<file path="src/ssp_pkg.sv">
// constants and types for the switchgear position supervisor
package ssp_pkg;
	// ========================================
	// register map (byte addresses)
	localparam logic [7:0] ADDR_CFG = 8'h00;
	localparam logic [7:0] ADDR_T_CLOSE = 8'h04;
	localparam logic [7:0] ADDR_T_OPEN = 8'h08;
	localparam logic [7:0] ADDR_T_SETTLE = 8'h0c;
	localparam logic [7:0] ADDR_STATUS = 8'h10;
	// ========================================
	// fields
	localparam int CFG_CLOSE_WIRED = 0;
	localparam int CFG_OPEN_WIRED = 1;
	localparam int ST_CODE_LSB = 0;
	localparam int ST_AT_CLOSED = 2;
	localparam int ST_AT_OPEN = 3;
	localparam int ST_IN_TRANSIT = 4;
	localparam int ST_DISTURBED = 5;
	localparam int ST_FAULT = 6;
	localparam int ST_ONE_CONTACT = 7;
	localparam int ST_CLOSE_DRIVE = 8;
	localparam int ST_OPEN_DRIVE = 9;
	// ========================================
	// reset values and timing
	localparam logic [1:0] CFG_RESET = 2'h3;
	localparam int CLOCK_MHZ = 100;
	localparam int TRAVEL_TIME_US = 10;
	localparam int TRAVEL_CYCLES = TRAVEL_TIME_US * CLOCK_MHZ;
	localparam logic [31:0] T_TRAVEL_RESET = 32'(TRAVEL_CYCLES);
	localparam logic [31:0] T_SETTLE_RESET = 32'h0;
	// ========================================
	// position codes
	localparam logic [1:0] POS_INDETERM = 2'h0;
	localparam logic [1:0] POS_OPEN = 2'h1;
	localparam logic [1:0] POS_CLOSED = 2'h2;
	localparam logic [1:0] POS_DISTURBED = 2'h3;
	typedef enum logic [3:0] {
		ST_IDLE = 4'h1,
		ST_MOVE_CLOSE = 4'h2,
		ST_MOVE_OPEN = 4'h4,
		ST_SETTLE = 4'h8
	} ssp_state_t;
endpackage

</file>
<file path="src/ssp_supervisor.sv">
// switchgear position supervisor with avalon-mm register slave
// Overview of operation
// - both aux contacts are sampled every cycle and position re-evaluated continuously
// - two-bit code: 0 indeterminate, 1 open, 2 closed, 3 disturbed, plus four flags
// - close command runs close timer; closed feedback gives closed, expiry gives fault
// - open command runs open timer; open feedback gives open, expiry gives fault
// - both wired: 10 closed, 01 open, equal in-transit while moving, else disturbed
// - one-contact flag is set when exactly one contact is configured
// - single contact supervises only the direction of the wired contact
// - closed-only: reaching closed in time gives closed and success, transit drops same cycle
// - closed-only expiry: fault, then settle shown in transit, then closed
// - closed-only decode: 1 closed, 0 in-transit while close timer runs, else open
// - open-only: reaching open in time gives open and success, transit drops same cycle
// - open-only expiry: fault, then settle shown in transit, then open
// - open-only decode: 1 open, 0 in-transit while open timer runs, else closed
// - no contact assigned forces code disturbed
// - three interlocks per direction; any active one blocks that direction
// - protection open and auto reclose bypass interlocks; only block input stops trip
// - drive output lasts at most the travel time, ends early on new position
//
// Design decisions made here: the Avalon-MM interface to the registers and the address map.
`timescale 1ns/1ns
module ssp_supervisor (
	input wire logic clock_i,
	input wire logic rst_i,
	input wire logic [7:0] address_i,
	input wire logic read_i,
	input wire logic write_i,
	input wire logic [31:0] writedata_i,
	input wire logic [3:0] byteenable_i,
	input wire logic aux_closed_i,
	input wire logic aux_open_i,
	input wire logic close_cmd_i,
	input wire logic open_cmd_i,
	input wire logic prot_open_i,
	input wire logic prot_block_i,
	input wire logic auto_reclose_i,
	input wire logic [2:0] interlock_close_i,
	input wire logic [2:0] interlock_open_i,
	output logic [31:0] readdata_o,
	output logic waitrequest_o,
	output logic [1:0] pos_code_o,
	output logic at_closed_o,
	output logic at_open_o,
	output logic in_transit_o,
	output logic disturbed_o,
	output logic travel_fault_o,
	output logic one_contact_flag_o,
	output logic command_done_ok_o,
	output logic close_drive_o,
	output logic open_drive_o
);
	// ========================================
	// helpers
	function automatic logic [31:0] be_merge(input logic [31:0] old, input logic [31:0] wd,
			input logic [3:0] be);
		logic [31:0] r;
		r = old;
		for (int i = 0; i < 4; i++) begin
			if (be[i]) begin
				r[i*8 +: 8] = wd[i*8 +: 8];
			end
		end
		return r;
	endfunction
	function automatic logic expired(input logic [31:0] cnt, input logic [31:0] preset);
		// count starts at zero, so the last cycle of the period is preset-1
		return ({1'b0, cnt} + 33'h1) >= {1'b0, preset};
	endfunction
	function automatic logic [1:0] pos_decode(input logic cw, input logic ow, input logic cl,
			input logic op, input logic mv_c, input logic mv_o);
		if (cw && ow) begin
			if (cl != op) begin
				return cl ? ssp_pkg::POS_CLOSED : ssp_pkg::POS_OPEN;
			end
			return (mv_c || mv_o) ? ssp_pkg::POS_INDETERM : ssp_pkg::POS_DISTURBED;
		end else if (cw) begin
			return cl ? ssp_pkg::POS_CLOSED :
				(mv_c ? ssp_pkg::POS_INDETERM : ssp_pkg::POS_OPEN);
		end else if (ow) begin
			return op ? ssp_pkg::POS_OPEN :
				(mv_o ? ssp_pkg::POS_INDETERM : ssp_pkg::POS_CLOSED);
		end
		return ssp_pkg::POS_DISTURBED;
	endfunction
	// ========================================
	// contact synchronisers
	logic [2:0] cl_sync;
	logic [2:0] op_sync;
	logic cl_in;
	logic op_in;
	// a change counts once the second and third stage agree
	always_ff @(posedge clock_i or posedge rst_i) begin
		if (rst_i) begin
			cl_sync <= 3'h0;
			op_sync <= 3'h0;
			cl_in <= 1'b0;
			op_in <= 1'b0;
		end else begin
			cl_sync <= {cl_sync[1:0], aux_closed_i};
			op_sync <= {op_sync[1:0], aux_open_i};
			if (cl_sync[2] == cl_sync[1]) begin
				cl_in <= cl_sync[2];
			end
			if (op_sync[2] == op_sync[1]) begin
				op_in <= op_sync[2];
			end
		end
	end
	// ========================================
	// registers
	logic [1:0] cfg;
	logic [31:0] t_close;
	logic [31:0] t_open;
	logic [31:0] t_settle;
	logic req;
	logic [31:0] status;
	assign req = read_i || write_i;
	assign status = {22'h0, open_drive_o, close_drive_o, one_contact_flag_o, travel_fault_o,
		disturbed_o, in_transit_o, at_open_o, at_closed_o, pos_code_o};

	// one wait cycle, so read data is settled a full cycle before it is taken
	always_ff @(posedge clock_i or posedge rst_i) begin
		if (rst_i) begin
			waitrequest_o <= 1'b1;
			readdata_o <= 32'h0;
		end else begin
			waitrequest_o <= !(req && waitrequest_o);
			if (read_i && waitrequest_o) begin
				case (address_i)
					ssp_pkg::ADDR_CFG: readdata_o <= {30'h0, cfg};
					ssp_pkg::ADDR_T_CLOSE: readdata_o <= t_close;
					ssp_pkg::ADDR_T_OPEN: readdata_o <= t_open;
					ssp_pkg::ADDR_T_SETTLE: readdata_o <= t_settle;
					ssp_pkg::ADDR_STATUS: readdata_o <= status;
					default: readdata_o <= 32'h0;
				endcase
			end
		end
	end
	always_ff @(posedge clock_i or posedge rst_i) begin
		if (rst_i) begin
			cfg <= ssp_pkg::CFG_RESET;
			t_close <= ssp_pkg::T_TRAVEL_RESET;
			t_open <= ssp_pkg::T_TRAVEL_RESET;
			t_settle <= ssp_pkg::T_SETTLE_RESET;
		end else if (write_i && !waitrequest_o) begin
			case (address_i)
				ssp_pkg::ADDR_CFG: cfg <= byteenable_i[0] ? writedata_i[1:0] : cfg;
				ssp_pkg::ADDR_T_CLOSE: t_close <= be_merge(t_close, writedata_i, byteenable_i);
				ssp_pkg::ADDR_T_OPEN: t_open <= be_merge(t_open, writedata_i, byteenable_i);
				ssp_pkg::ADDR_T_SETTLE: t_settle <= be_merge(t_settle, writedata_i, byteenable_i);
				default: ;
			endcase
		end
	end
	// ========================================
	// command acceptance and travel supervision
	ssp_pkg::ssp_state_t state;
	ssp_pkg::ssp_state_t next_state;
	logic [31:0] count;
	logic [31:0] next_count;
	logic force_v;
	logic next_force_v;
	logic [1:0] force_code;
	logic [1:0] next_force_code;
	logic next_fault;
	logic next_done;
	logic [1:0] next_code;
	logic cw;
	logic ow;
	logic single;
	logic il_close;
	logic il_open;
	logic start_open;
	logic start_close;
	logic reach_close;
	logic reach_open;

	assign cw = cfg[ssp_pkg::CFG_CLOSE_WIRED];
	assign ow = cfg[ssp_pkg::CFG_OPEN_WIRED];
	assign single = cw ^ ow;
	assign il_close = |interlock_close_i;
	assign il_open = |interlock_open_i;
	// a protection trip may cut into a running close; nothing else overlaps a move
	assign start_open = !at_open_o && state != ssp_pkg::ST_MOVE_OPEN &&
		((prot_open_i && !prot_block_i) ||
		(state == ssp_pkg::ST_IDLE && open_cmd_i && !il_open));
	assign start_close = state == ssp_pkg::ST_IDLE && !start_open && !at_closed_o &&
		(auto_reclose_i || (close_cmd_i && !il_close));
	// unwired side falls back to the other contact reading inactive
	assign reach_close = cw ? (cl_in && !(ow && op_in)) : !op_in;
	assign reach_open = ow ? (op_in && !(cw && cl_in)) : !cl_in;

	always_comb begin
		next_state = state;
		next_count = count + 32'h1;
		next_force_v = force_v;
		next_force_code = force_code;
		next_fault = travel_fault_o;
		next_done = 1'b0;
		if (start_open || start_close) begin
			next_state = start_open ? ssp_pkg::ST_MOVE_OPEN : ssp_pkg::ST_MOVE_CLOSE;
			next_count = 32'h0;
			next_fault = 1'b0;
			next_force_v = 1'b0;
		end else begin
			case (state)
				ssp_pkg::ST_MOVE_CLOSE: begin
					if (reach_close) begin
						next_state = ssp_pkg::ST_IDLE;
						next_done = cw;
					end else if (expired(count, t_close)) begin
						next_state = ssp_pkg::ST_IDLE;
						next_fault = cw;
						next_force_code = ssp_pkg::POS_CLOSED;
						if (cw && single) begin
							next_count = 32'h0;
							if (t_settle != 32'h0) begin
								next_state = ssp_pkg::ST_SETTLE;
							end else begin
								next_force_v = 1'b1;
							end
						end
					end
				end
				ssp_pkg::ST_MOVE_OPEN: begin
					if (reach_open) begin
						next_state = ssp_pkg::ST_IDLE;
						next_done = ow;
					end else if (expired(count, t_open)) begin
						next_state = ssp_pkg::ST_IDLE;
						next_fault = ow;
						next_force_code = ssp_pkg::POS_OPEN;
						if (ow && single) begin
							next_count = 32'h0;
							if (t_settle != 32'h0) begin
								next_state = ssp_pkg::ST_SETTLE;
							end else begin
								next_force_v = 1'b1;
							end
						end
					end
				end
				ssp_pkg::ST_SETTLE: begin
					if (expired(count, t_settle)) begin
						next_state = ssp_pkg::ST_IDLE;
						next_force_v = 1'b1;
					end
				end
				ssp_pkg::ST_IDLE: next_count = 32'h0;
				default: next_state = ssp_pkg::ST_IDLE;
			endcase
		end
		if (!cw && !ow) begin
			next_code = ssp_pkg::POS_DISTURBED;
		end else if (next_state == ssp_pkg::ST_SETTLE) begin
			next_code = ssp_pkg::POS_INDETERM;
		end else if (next_force_v) begin
			next_code = next_force_code;
		end else begin
			next_code = pos_decode(cw, ow, cl_in, op_in, next_state == ssp_pkg::ST_MOVE_CLOSE,
				next_state == ssp_pkg::ST_MOVE_OPEN);
		end
	end

	always_ff @(posedge clock_i or posedge rst_i) begin
		if (rst_i) begin
			state <= ssp_pkg::ST_IDLE;
			count <= 32'h0;
			force_v <= 1'b0;
			force_code <= ssp_pkg::POS_INDETERM;
			travel_fault_o <= 1'b0;
			command_done_ok_o <= 1'b0;
			close_drive_o <= 1'b0;
			open_drive_o <= 1'b0;
		end else begin
			state <= next_state;
			count <= next_count;
			force_v <= next_force_v;
			force_code <= next_force_code;
			travel_fault_o <= next_fault;
			command_done_ok_o <= next_done;
			close_drive_o <= next_state == ssp_pkg::ST_MOVE_CLOSE;
			open_drive_o <= next_state == ssp_pkg::ST_MOVE_OPEN;
		end
	end
	always_ff @(posedge clock_i or posedge rst_i) begin
		if (rst_i) begin
			pos_code_o <= ssp_pkg::POS_INDETERM;
			at_closed_o <= 1'b0;
			at_open_o <= 1'b0;
			in_transit_o <= 1'b1;
			disturbed_o <= 1'b0;
			one_contact_flag_o <= 1'b0;
		end else begin
			pos_code_o <= next_code;
			at_closed_o <= next_code == ssp_pkg::POS_CLOSED;
			at_open_o <= next_code == ssp_pkg::POS_OPEN;
			in_transit_o <= next_code == ssp_pkg::POS_INDETERM;
			disturbed_o <= next_code == ssp_pkg::POS_DISTURBED;
			one_contact_flag_o <= single;
		end
	end
	// ========================================
	// checks
	a_code_flags: assert property (@(posedge clock_i) disable iff (rst_i)
		(at_closed_o == (pos_code_o == ssp_pkg::POS_CLOSED)) &&
		(in_transit_o == (pos_code_o == ssp_pkg::POS_INDETERM)))
		else $error("position flags disagree with code");
	a_sync_agree: assert property (@(posedge clock_i) disable iff (rst_i)
		$changed(cl_in) |-> $past(cl_sync[2]) == $past(cl_sync[1]))
		else $error("contact change taken without agreement");
	a_close_start: assert property (@(posedge clock_i) disable iff (rst_i)
		start_close |=> close_drive_o && state == ssp_pkg::ST_MOVE_CLOSE && count == 32'h0)
		else $error("close command not started");
	a_interlock_blk: assert property (@(posedge clock_i) disable iff (rst_i)
		state == ssp_pkg::ST_IDLE && il_close && !auto_reclose_i && !start_open
		|=> !close_drive_o)
		else $error("interlocked close was driven");
	a_prot_bypass: assert property (@(posedge clock_i) disable iff (rst_i)
		prot_open_i && !prot_block_i && !at_open_o && state != ssp_pkg::ST_MOVE_OPEN
		|=> open_drive_o)
		else $error("protection open not driven");
	a_drive_bound: assert property (@(posedge clock_i) disable iff (rst_i)
		state == ssp_pkg::ST_MOVE_CLOSE && expired(count, t_close) |=> !close_drive_o)
		else $error("close drive outlived travel time");
	a_drive_excl: assert property (@(posedge clock_i) disable iff (rst_i)
		!(close_drive_o && open_drive_o))
		else $error("both drives active");
	a_unwired_code: assert property (@(posedge clock_i) disable iff (rst_i)
		(cfg == 2'h0) [*2] |-> pos_code_o == ssp_pkg::POS_DISTURBED)
		else $error("unwired contacts not disturbed");
	a_done_notransit: assert property (@(posedge clock_i) disable iff (rst_i)
		command_done_ok_o && single |-> !in_transit_o && $past(state) != ssp_pkg::ST_IDLE)
		else $error("success pulse with transit shown");
	a_settle_transit: assert property (@(posedge clock_i) disable iff (rst_i)
		state == ssp_pkg::ST_SETTLE && next_state == ssp_pkg::ST_SETTLE |=> in_transit_o)
		else $error("settle not shown in transit");
endmodule

</file>
<file path="config.mk">
export PLATFORM = sky130hd
export DESIGN_NAME = ssp_supervisor
export DESIGN_NICKNAME = d
export VERILOG_FILES = /design/src/ssp_pkg.sv /design/src/ssp_supervisor.sv
export SDC_FILE = /design/constraint.sdc
export NUM_CORES = 1
export LEC_CHECK = 0
export BUFFER_PORTS_ARGS = -buffer_cell sky130_fd_sc_hd__buf_2
export CAP_MARGIN = 20
export CORE_MARGIN = 1
export CORE_UTILIZATION = 60
export DETAILED_ROUTE_END_ITERATION = 6
export HOLD_SLACK_MARGIN = 0.06
export MAX_ROUTING_LAYER = met4
export PLACE_DENSITY = 0.88
export SLEW_MARGIN = 20
export SYNTH_ARGS = -nofsm -noshare
export SYNTH_HDL_FRONTEND = slang
export SYNTH_SLANG_ARGS = --single-unit
</file>
<file path="constraint.sdc">
create_clock -name clock_i -period 7 [get_ports clock_i]
set_clock_uncertainty 0.1 [all_clocks]
set_input_delay 1.05 -clock clock_i [delete_from_list [all_inputs] [get_ports clock_i]]
set_output_delay 1.05 -clock clock_i [all_outputs]
set_load 0.02 [all_outputs]
</file>
==> impl_metrics.env, run 1 <==
export IMPL_coreArea_um2=18200
export IMPL_yosysWarnings=0
export IMPL_grt_max_degree=129
export IMPL_fin_crit_ps=4980
export IMPL_wl_um=29400
export IMPL_port_buffers=104
export IMPL_synth_seq_cells=189
export IMPL_worst_slack_ps=2020
export IMPL_slew_headroom=0.257
export IMPL_grt_overflow=0
export IMPL_crit_fanout=8
export IMPL_setup_viol=0
export IMPL_routabilityCongestion=0.934
export IMPL_max_vdd_ir_drop_mv=0.198
export IMPL_grt_pass1_wl_um=47800
export IMPL_p_per_area_nw_per_um2=199
export IMPL_clk_pin_slew_ps=70
export IMPL_final_nets=1386
export IMPL_cpMostUsedCell="nor3_1"
export IMPL_drc=0
export IMPL_status="completed"
export IMPL_cp_start_kind="flip-flop"
export IMPL_antenna_left=0
export IMPL_cts_tree="built"
export IMPL_antenna_cells=0
export IMPL_die_h_um=139
export IMPL_fp_row_count=49
export IMPL_grt_pass1_vias=8985
export IMPL_first_pass_iters=7
export IMPL_cts_setup_buffers=0
export IMPL_synth_top_flop_cell="dfrtp_1"
export IMPL_yosysUniqueCellTypes=85
export IMPL_avgViaCountPerCell=6.22
export IMPL_antenna_found_initial=0
export IMPL_start_util=0.621
export IMPL_cts_repair_resized=0
export IMPL_max_clock_freq_mhz=201
export IMPL_vias=9120
export IMPL_crit_arrival_ps=5200
export IMPL_die_x_um=139
export IMPL_syn_num_nets=1295
export IMPL_clock_sinks=189
export IMPL_drive_above_1_share=0.216
export IMPL_fill_cells=1360
export IMPL_worstMarginPinSlew_ps=1110
export IMPL_crit_type="flip-flop to flip-flop"
export IMPL_drv_slew=0
export IMPL_drt_iter0_drc=878
export IMPL_max_stage_delay_ps=490
export IMPL_cts_htree_levels=4
export IMPL_period_share=0.711
export IMPL_final_cells=1466
export IMPL_leakage_uw=0.00624
export IMPL_cts_root_buf="clkbuf_16"
export IMPL_final_setup_tns_ps=0
export IMPL_synth_most_common_cell="dfrtp_1"
export IMPL_crit_slowest_cell="nor4_4"
export IMPL_post_place_cells=1434
export IMPL_worstSetupEndpointType="flip-flop"
export IMPL_hold_viol=0
export IMPL_synth_commonest_cells="dfrtp_1, nand2_1, inv_1"
export IMPL_die_area_um2=19400
export IMPL_crit_chain="and4_1, nand4_1, nor3_1, and2_1, nand3_1, xnor2_1, ha_1, nand3_1, nor4_4, nor4b_4, a32oi_4, a31oi_4, nor3_1, nor3_1, a211oi_2, and2_1"
export IMPL_synth_edf_count=0
export IMPL_cap_violations=0
export IMPL_rsz0062_at_grt="no"
export IMPL_synthToLayoutAreaGrowth_pct=11.3
export IMPL_holdBufCountCts=0
export IMPL_synth_top_cell_by_area="dfrtp_1"
export IMPL_power_uw=2500
export IMPL_dp_slack_ps=2100
export IMPL_ys_async_sr_fraction=1.00
export IMPL_fin_util=0.691
export IMPL_synth_top_cell_area_share=0.380
export IMPL_max_clock_path_buffers=2
export IMPL_hpwl_um=21800
export IMPL_netlist_area_um2=11300
export IMPL_postSynthAreaPerCell_um2=9.99
export IMPL_post_drt_wl_per_cell_um=20.1
export IMPL_yosysSeqAreaShare=0.420
export IMPL_clk_latency_ps=440
export IMPL_synthCells=1133
export IMPL_io_pins=105
export IMPL_hp_class="flip-flop to flip-flop"
export IMPL_synth_top_cells_by_area="dfrtp_1, ha_1, mux2_2"
export IMPL_crit_required_ps=7230
export IMPL_cts_buffers=17
export IMPL_grt_usage=0.327
## logic make-up (layout without fill, tap and decap cells)
kind of cell / after synthesis / after routing / synth area share
AND/OR/NAND/NOR: 336 / 336 / 0.166
AO/OA/AOI/OAI: 246 / 246 / 0.152
flip-flops: 189 / 189 / 0.420
buffers and inverters: 154 / 258 / 0.0521
adder cells (fa/ha/maj): 103 / 103 / 0.113
multiplexers: 73 / 73 / 0.0720
XOR/XNOR: 32 / 32 / 0.0248
## metal layers
metal  wire, um  share of wire  GRT usage
met3       2000          0.068     0.0485
met2      14000           0.48      0.516
met4        614          0.021     0.0988
met5          0              0          -
met1      12800           0.43      0.437
## where the power goes
group          internal, uW  switching, uW
clock                   505            443
sequential             1130           37.7
combinational           144            243
total                  1780            724
## sequential cells by signal (all words and copies together), names as in the netlist, 2 cells and up
register and count:
t_settle 32, op_sync 3, state 4, t_open 32, cl_sync 3, t_close 32, pos_code_o 2, count 32
cfg 2, readdata_o 32, force_code 2
## layout by cell type, fill, tap and decap left out, types with 3 or more instances in the layout
cell / synthesis / final
a22oi_1: 23 / 23
dfrtp_1: 172 / 172
inv_1: 112 / 111
a222oi_1: 8 / 8
a21o_1: 11 / 11
a21oi_1: 42 / 42
and2_1: 5 / 5
mux2i_1: 6 / 6
nor3_1: 11 / 11
nor2_1: 30 / 30
or4_1: 4 / 4
nor4_4: 4 / 4
a22o_1: 9 / 9
inv_6: 0 / 5
mux2_2: 67 / 67
clkbuf_1: 33 / 3
nor4b_4: 4 / 4
nand2_1: 135 / 134
a31oi_1: 3 / 3
and4_1: 5 / 5
a211oi_1: 5 / 5
xnor2_1: 24 / 24
o31ai_1: 24 / 24
o221ai_1: 3 / 3
nand2b_1: 6 / 6
nor4_1: 10 / 10
buf_4: 1 / 9
nand3_1: 30 / 30
clkinvlp_4: 0 / 3
ha_1: 101 / 101
and3_1: 7 / 7
dfstp_2: 17 / 17
nand4_1: 27 / 27
o21a_1: 6 / 6
or3_1: 4 / 4
xor2_1: 8 / 8
clkbuf_16: 0 / 17
buf_2: 5 / 104
o21ai_0: 80 / 80
nor2b_1: 32 / 32
## through the flow
stage | hold slack (ps) | cell area (um2)
2_1_floorplan | 231 | 11300
3_3_place_gp | 232 | 12000
3_5_place_dp | 240 | 12000
4_1_cts | 257 | 12600
5_1_grt | 269 | 12600
6_report | 253 | 12600
## final cells by class
cell class	instances	area, um2	share of cell area
clock buffers	21	450	0.0358
clock inverters	11	106	0.00845
inverters	113	432	0.0343
multi-input cells	790	5980	0.475
flip-flops and latches	189	4750	0.377
well taps	229	287	0.0228
repair buffers	113	588	0.0467
## path summary, 6_finish.rpt
path / start / endpoint / slack, ps / cells past startpoint
worst max-delay path: count[2] / disturbed_o / 2020 / 16
worst min-delay path: cl_sync[0] / cl_sync[1] / 250 / 0
worst max register to register: count[2] / disturbed_o / 2020 / 16
worst min register to register: cl_sync[0] / cl_sync[1] / 250 / 0
max in group asynchronous: rst_i / count[29] / 4880 / 3
min in group asynchronous: rst_i / readdata_o[16] / 630 / 2
## critical path: cells and delay by family, from the launching register on
| kind | cells | cell delay, ps |
|---|---|---|
| AO/OA/AOI/OAI | 3 | 620 |
| adder cells (fa/ha/maj) | 1 | 200 |
| flip-flops | 1 | 430 |
| AND/OR/NAND/NOR | 11 | 3080 |
| XOR/XNOR | 1 | 440 |
Note: power is estimated with default switching activity, not from simulation.
==> run 2, diff against run 1 <==
- ABC_AREA: not set -> 1
- clock period: 7 -> 5.13 ns (I/O delays scaled with it)
==> impl_metrics.env, run 2 <==
export IMPL_yosysUniqueCellTypes=44
export IMPL_intPower_uw=2410
export IMPL_leakage_uw=0.00651
export IMPL_synthToLayoutAreaGrowth_pct=12.1
export IMPL_fin_crit_ps=4560
export IMPL_die_area_um2=19500
export IMPL_crit_slowest_cell="dfrtp_1"
export IMPL_grtUsageMet3=0.0637
export IMPL_fp_row_count=49
export IMPL_crit_type="flip-flop to flip-flop"
export IMPL_max_stage_delay_ps=470
export IMPL_coreArea_um2=18300
export IMPL_crit_fanout=25
export IMPL_postSynthAreaPerCell_um2=7.85
export IMPL_grt_pass1_wl_um=50600
export IMPL_synthCells=1447
export IMPL_cts_htree_levels=4
export IMPL_die_x_um=140
export IMPL_die_h_um=140
export IMPL_final_setup_tns_ps=0
export IMPL_mostFrequentLayoutCells="nand2_1, inv_1, dfrtp_1"
export IMPL_synth_top_cell_area_share=0.379
export IMPL_cts_setup_buffers=0
export IMPL_cts_tree="built"
export IMPL_crit_arrival_ps=4760
export IMPL_synth_top_flop_cell="dfrtp_1"
export IMPL_antenna_cells=0
export IMPL_final_cells=1792
export IMPL_final_nets=1712
export IMPL_max_clock_freq_mhz=219
export IMPL_period_share=0.889
export IMPL_cts_buffers=17
export IMPL_p_switching_uw=1150
export IMPL_final_common_cell="nand2_1"
export IMPL_clock_sinks=189
export IMPL_avgViaCountPerCell=5.79
export IMPL_synth_commonest_cells="nand2_1, inv_1, dfrtp_1"
export IMPL_clk_pin_slew_ps=80
export IMPL_hp_class="flip-flop to flip-flop"
export IMPL_max_clock_path_buffers=2
export IMPL_busiest_layer="met2"
export IMPL_clk_latency_ps=450
export IMPL_antenna_left=0
export IMPL_vias=10400
export IMPL_rsz0062_at_grt="no"
export IMPL_cpMostUsedCell="nand2_1"
export IMPL_syn_num_nets=1609
export IMPL_drive_above_1_share=0.138
export IMPL_io_pins=105
export IMPL_post_drt_wl_per_cell_um=17.4
export IMPL_grt_usage=0.343
export IMPL_setup_viol=0
export IMPL_first_pass_iters=6
export IMPL_crit_chain="nand3_1, nor2_1, nand2_1, nor2_1, nand3b_1, nor4_1, nand4_1, xor2_1, inv_1, ha_1, nand2_1, nor4_2, nand2_4, nor2_1, nand2_1, nand2_2, nand2_1, o21ai_1, nand2_1, nand2_2, nor2_1"
export IMPL_holdPathStages=0
export IMPL_rr_worst_depth=21
export IMPL_post_place_cells=1760
export IMPL_yosysWarnings=0
export IMPL_synth_seq_cells=189
export IMPL_cts_repair_resized=0
export IMPL_p_per_area_nw_per_um2=280
export IMPL_status="completed"
export IMPL_cts_root_buf="clkbuf_16"
export IMPL_drv_slew=0
export IMPL_clkPwrFrac=0.372
export IMPL_wl_um=31200
export IMPL_synth_most_common_cell="nand2_1"
export IMPL_worstMarginPinSlew_ps=1090
export IMPL_p_sw_frac=0.323
export IMPL_antenna_found_initial=0
export IMPL_dp_slack_ps=703
export IMPL_grt_pass1_vias=10100
export IMPL_drt_iter0_drc=872
export IMPL_crit_required_ps=5330
export IMPL_grtUsageMet2=0.530
export IMPL_max_vdd_ir_drop_mv=0.239
export IMPL_worstSetupEndpointType="flip-flop"
export IMPL_holdBufCountCts=0
export IMPL_netlist_area_um2=11400
export IMPL_use_met1=0.432
export IMPL_drc=0
export IMPL_ys_async_sr_fraction=1.00
export IMPL_worst_slack_ps=570
export IMPL_pwr_share_seq=0.441
export IMPL_cap_violations=0
export IMPL_start_util=0.622
export IMPL_combPwrFrac=0.187
export IMPL_hold_viol=0
export IMPL_hold_worst_slack_ps=252
export IMPL_port_buffers=104
export IMPL_yosysSeqAreaShare=0.418
export IMPL_grt_overflow=0
export IMPL_routabilityCongestion=0.960
export IMPL_slew_headroom=0.268
export IMPL_synth_edf_count=0
export IMPL_grt_max_degree=190
export IMPL_synth_top_cells_by_area="dfrtp_1, ha_1, nand2_1"
export IMPL_synth_top_cell_by_area="dfrtp_1"
export IMPL_hpwl_um=23000
export IMPL_cp_start_kind="flip-flop"
[run 2: routing by layer]
metal	vias to the layer above	part of all wire
li1	4896	-
met1	4846	0.42
met2	519	0.46
met3	115	0.081
met4	0	0.047
met5	-	0
[run 2: worst paths after layout]
kind / from / to / slack (ps)
worst max register to register: count[0] / count[31] / 570
max in group asynchronous: rst_i / t_close[28] / 3680
worst max-delay path: count[0] / count[31] / 570
min in group asynchronous: rst_i / t_open[10] / 530
worst min-delay path: cl_sync[0] / cl_sync[1] / 250
worst min register to register: cl_sync[0] / cl_sync[1] / 250
[run 2: metrics by stage]
stage	area (um2)	total power (uW)	utilization
3_3_place_gp	12100	2230	0.665
4_1_cts	12700	3550	0.697
5_1_grt	12700	3710	0.697
6_report	12700	3560	0.697
2_1_floorplan	11400	2060	-
3_5_place_dp	12100	2250	0.665
[run 2: power groups by stage]
stage,logic (uW),clock network [uW],registers [uW]
floorplan,459,0,1600
global placement,640,0,1590
detailed placement,652,0,1600
CTS,656,1320,1570
global route,752,1380,1570
finish,666,1320,1570
[run 2: area by class of cell]
class | instances | area (um2)
Clock buffer | 18 | 439
Clock inverter | 14 | 150
Fill cell | 1430 | 5540
Inverter | 248 | 935
Multi-Input combinational cell | 980 | 5560
Sequential cell | 189 | 4750
Tap cell | 229 | 287
Timing Repair Buffer | 114 | 608
[run 2: cell families (layout without fill, tap and decap cells)]
kind of cell,count (synthesis),after routing,share of synthesized area
and+or+nand+nor,577,577,0.227
DFF,189,189,0.418
buffers and inverters,278,394,0.0923
adders and majority gates,103,103,0.113
AOI/OAI and AO/OA,274,274,0.130
xor gates and xnor gates,26,26,0.0200
[run 2: critical path, delay by kind of cell, from the launching register on]
kind	cells	cell delay (ps)
simple gates	17	3050
buf+inv	1	130
compound gates	1	130
fa+ha+maj	1	300
xor+xnor	1	250
flops	1	470
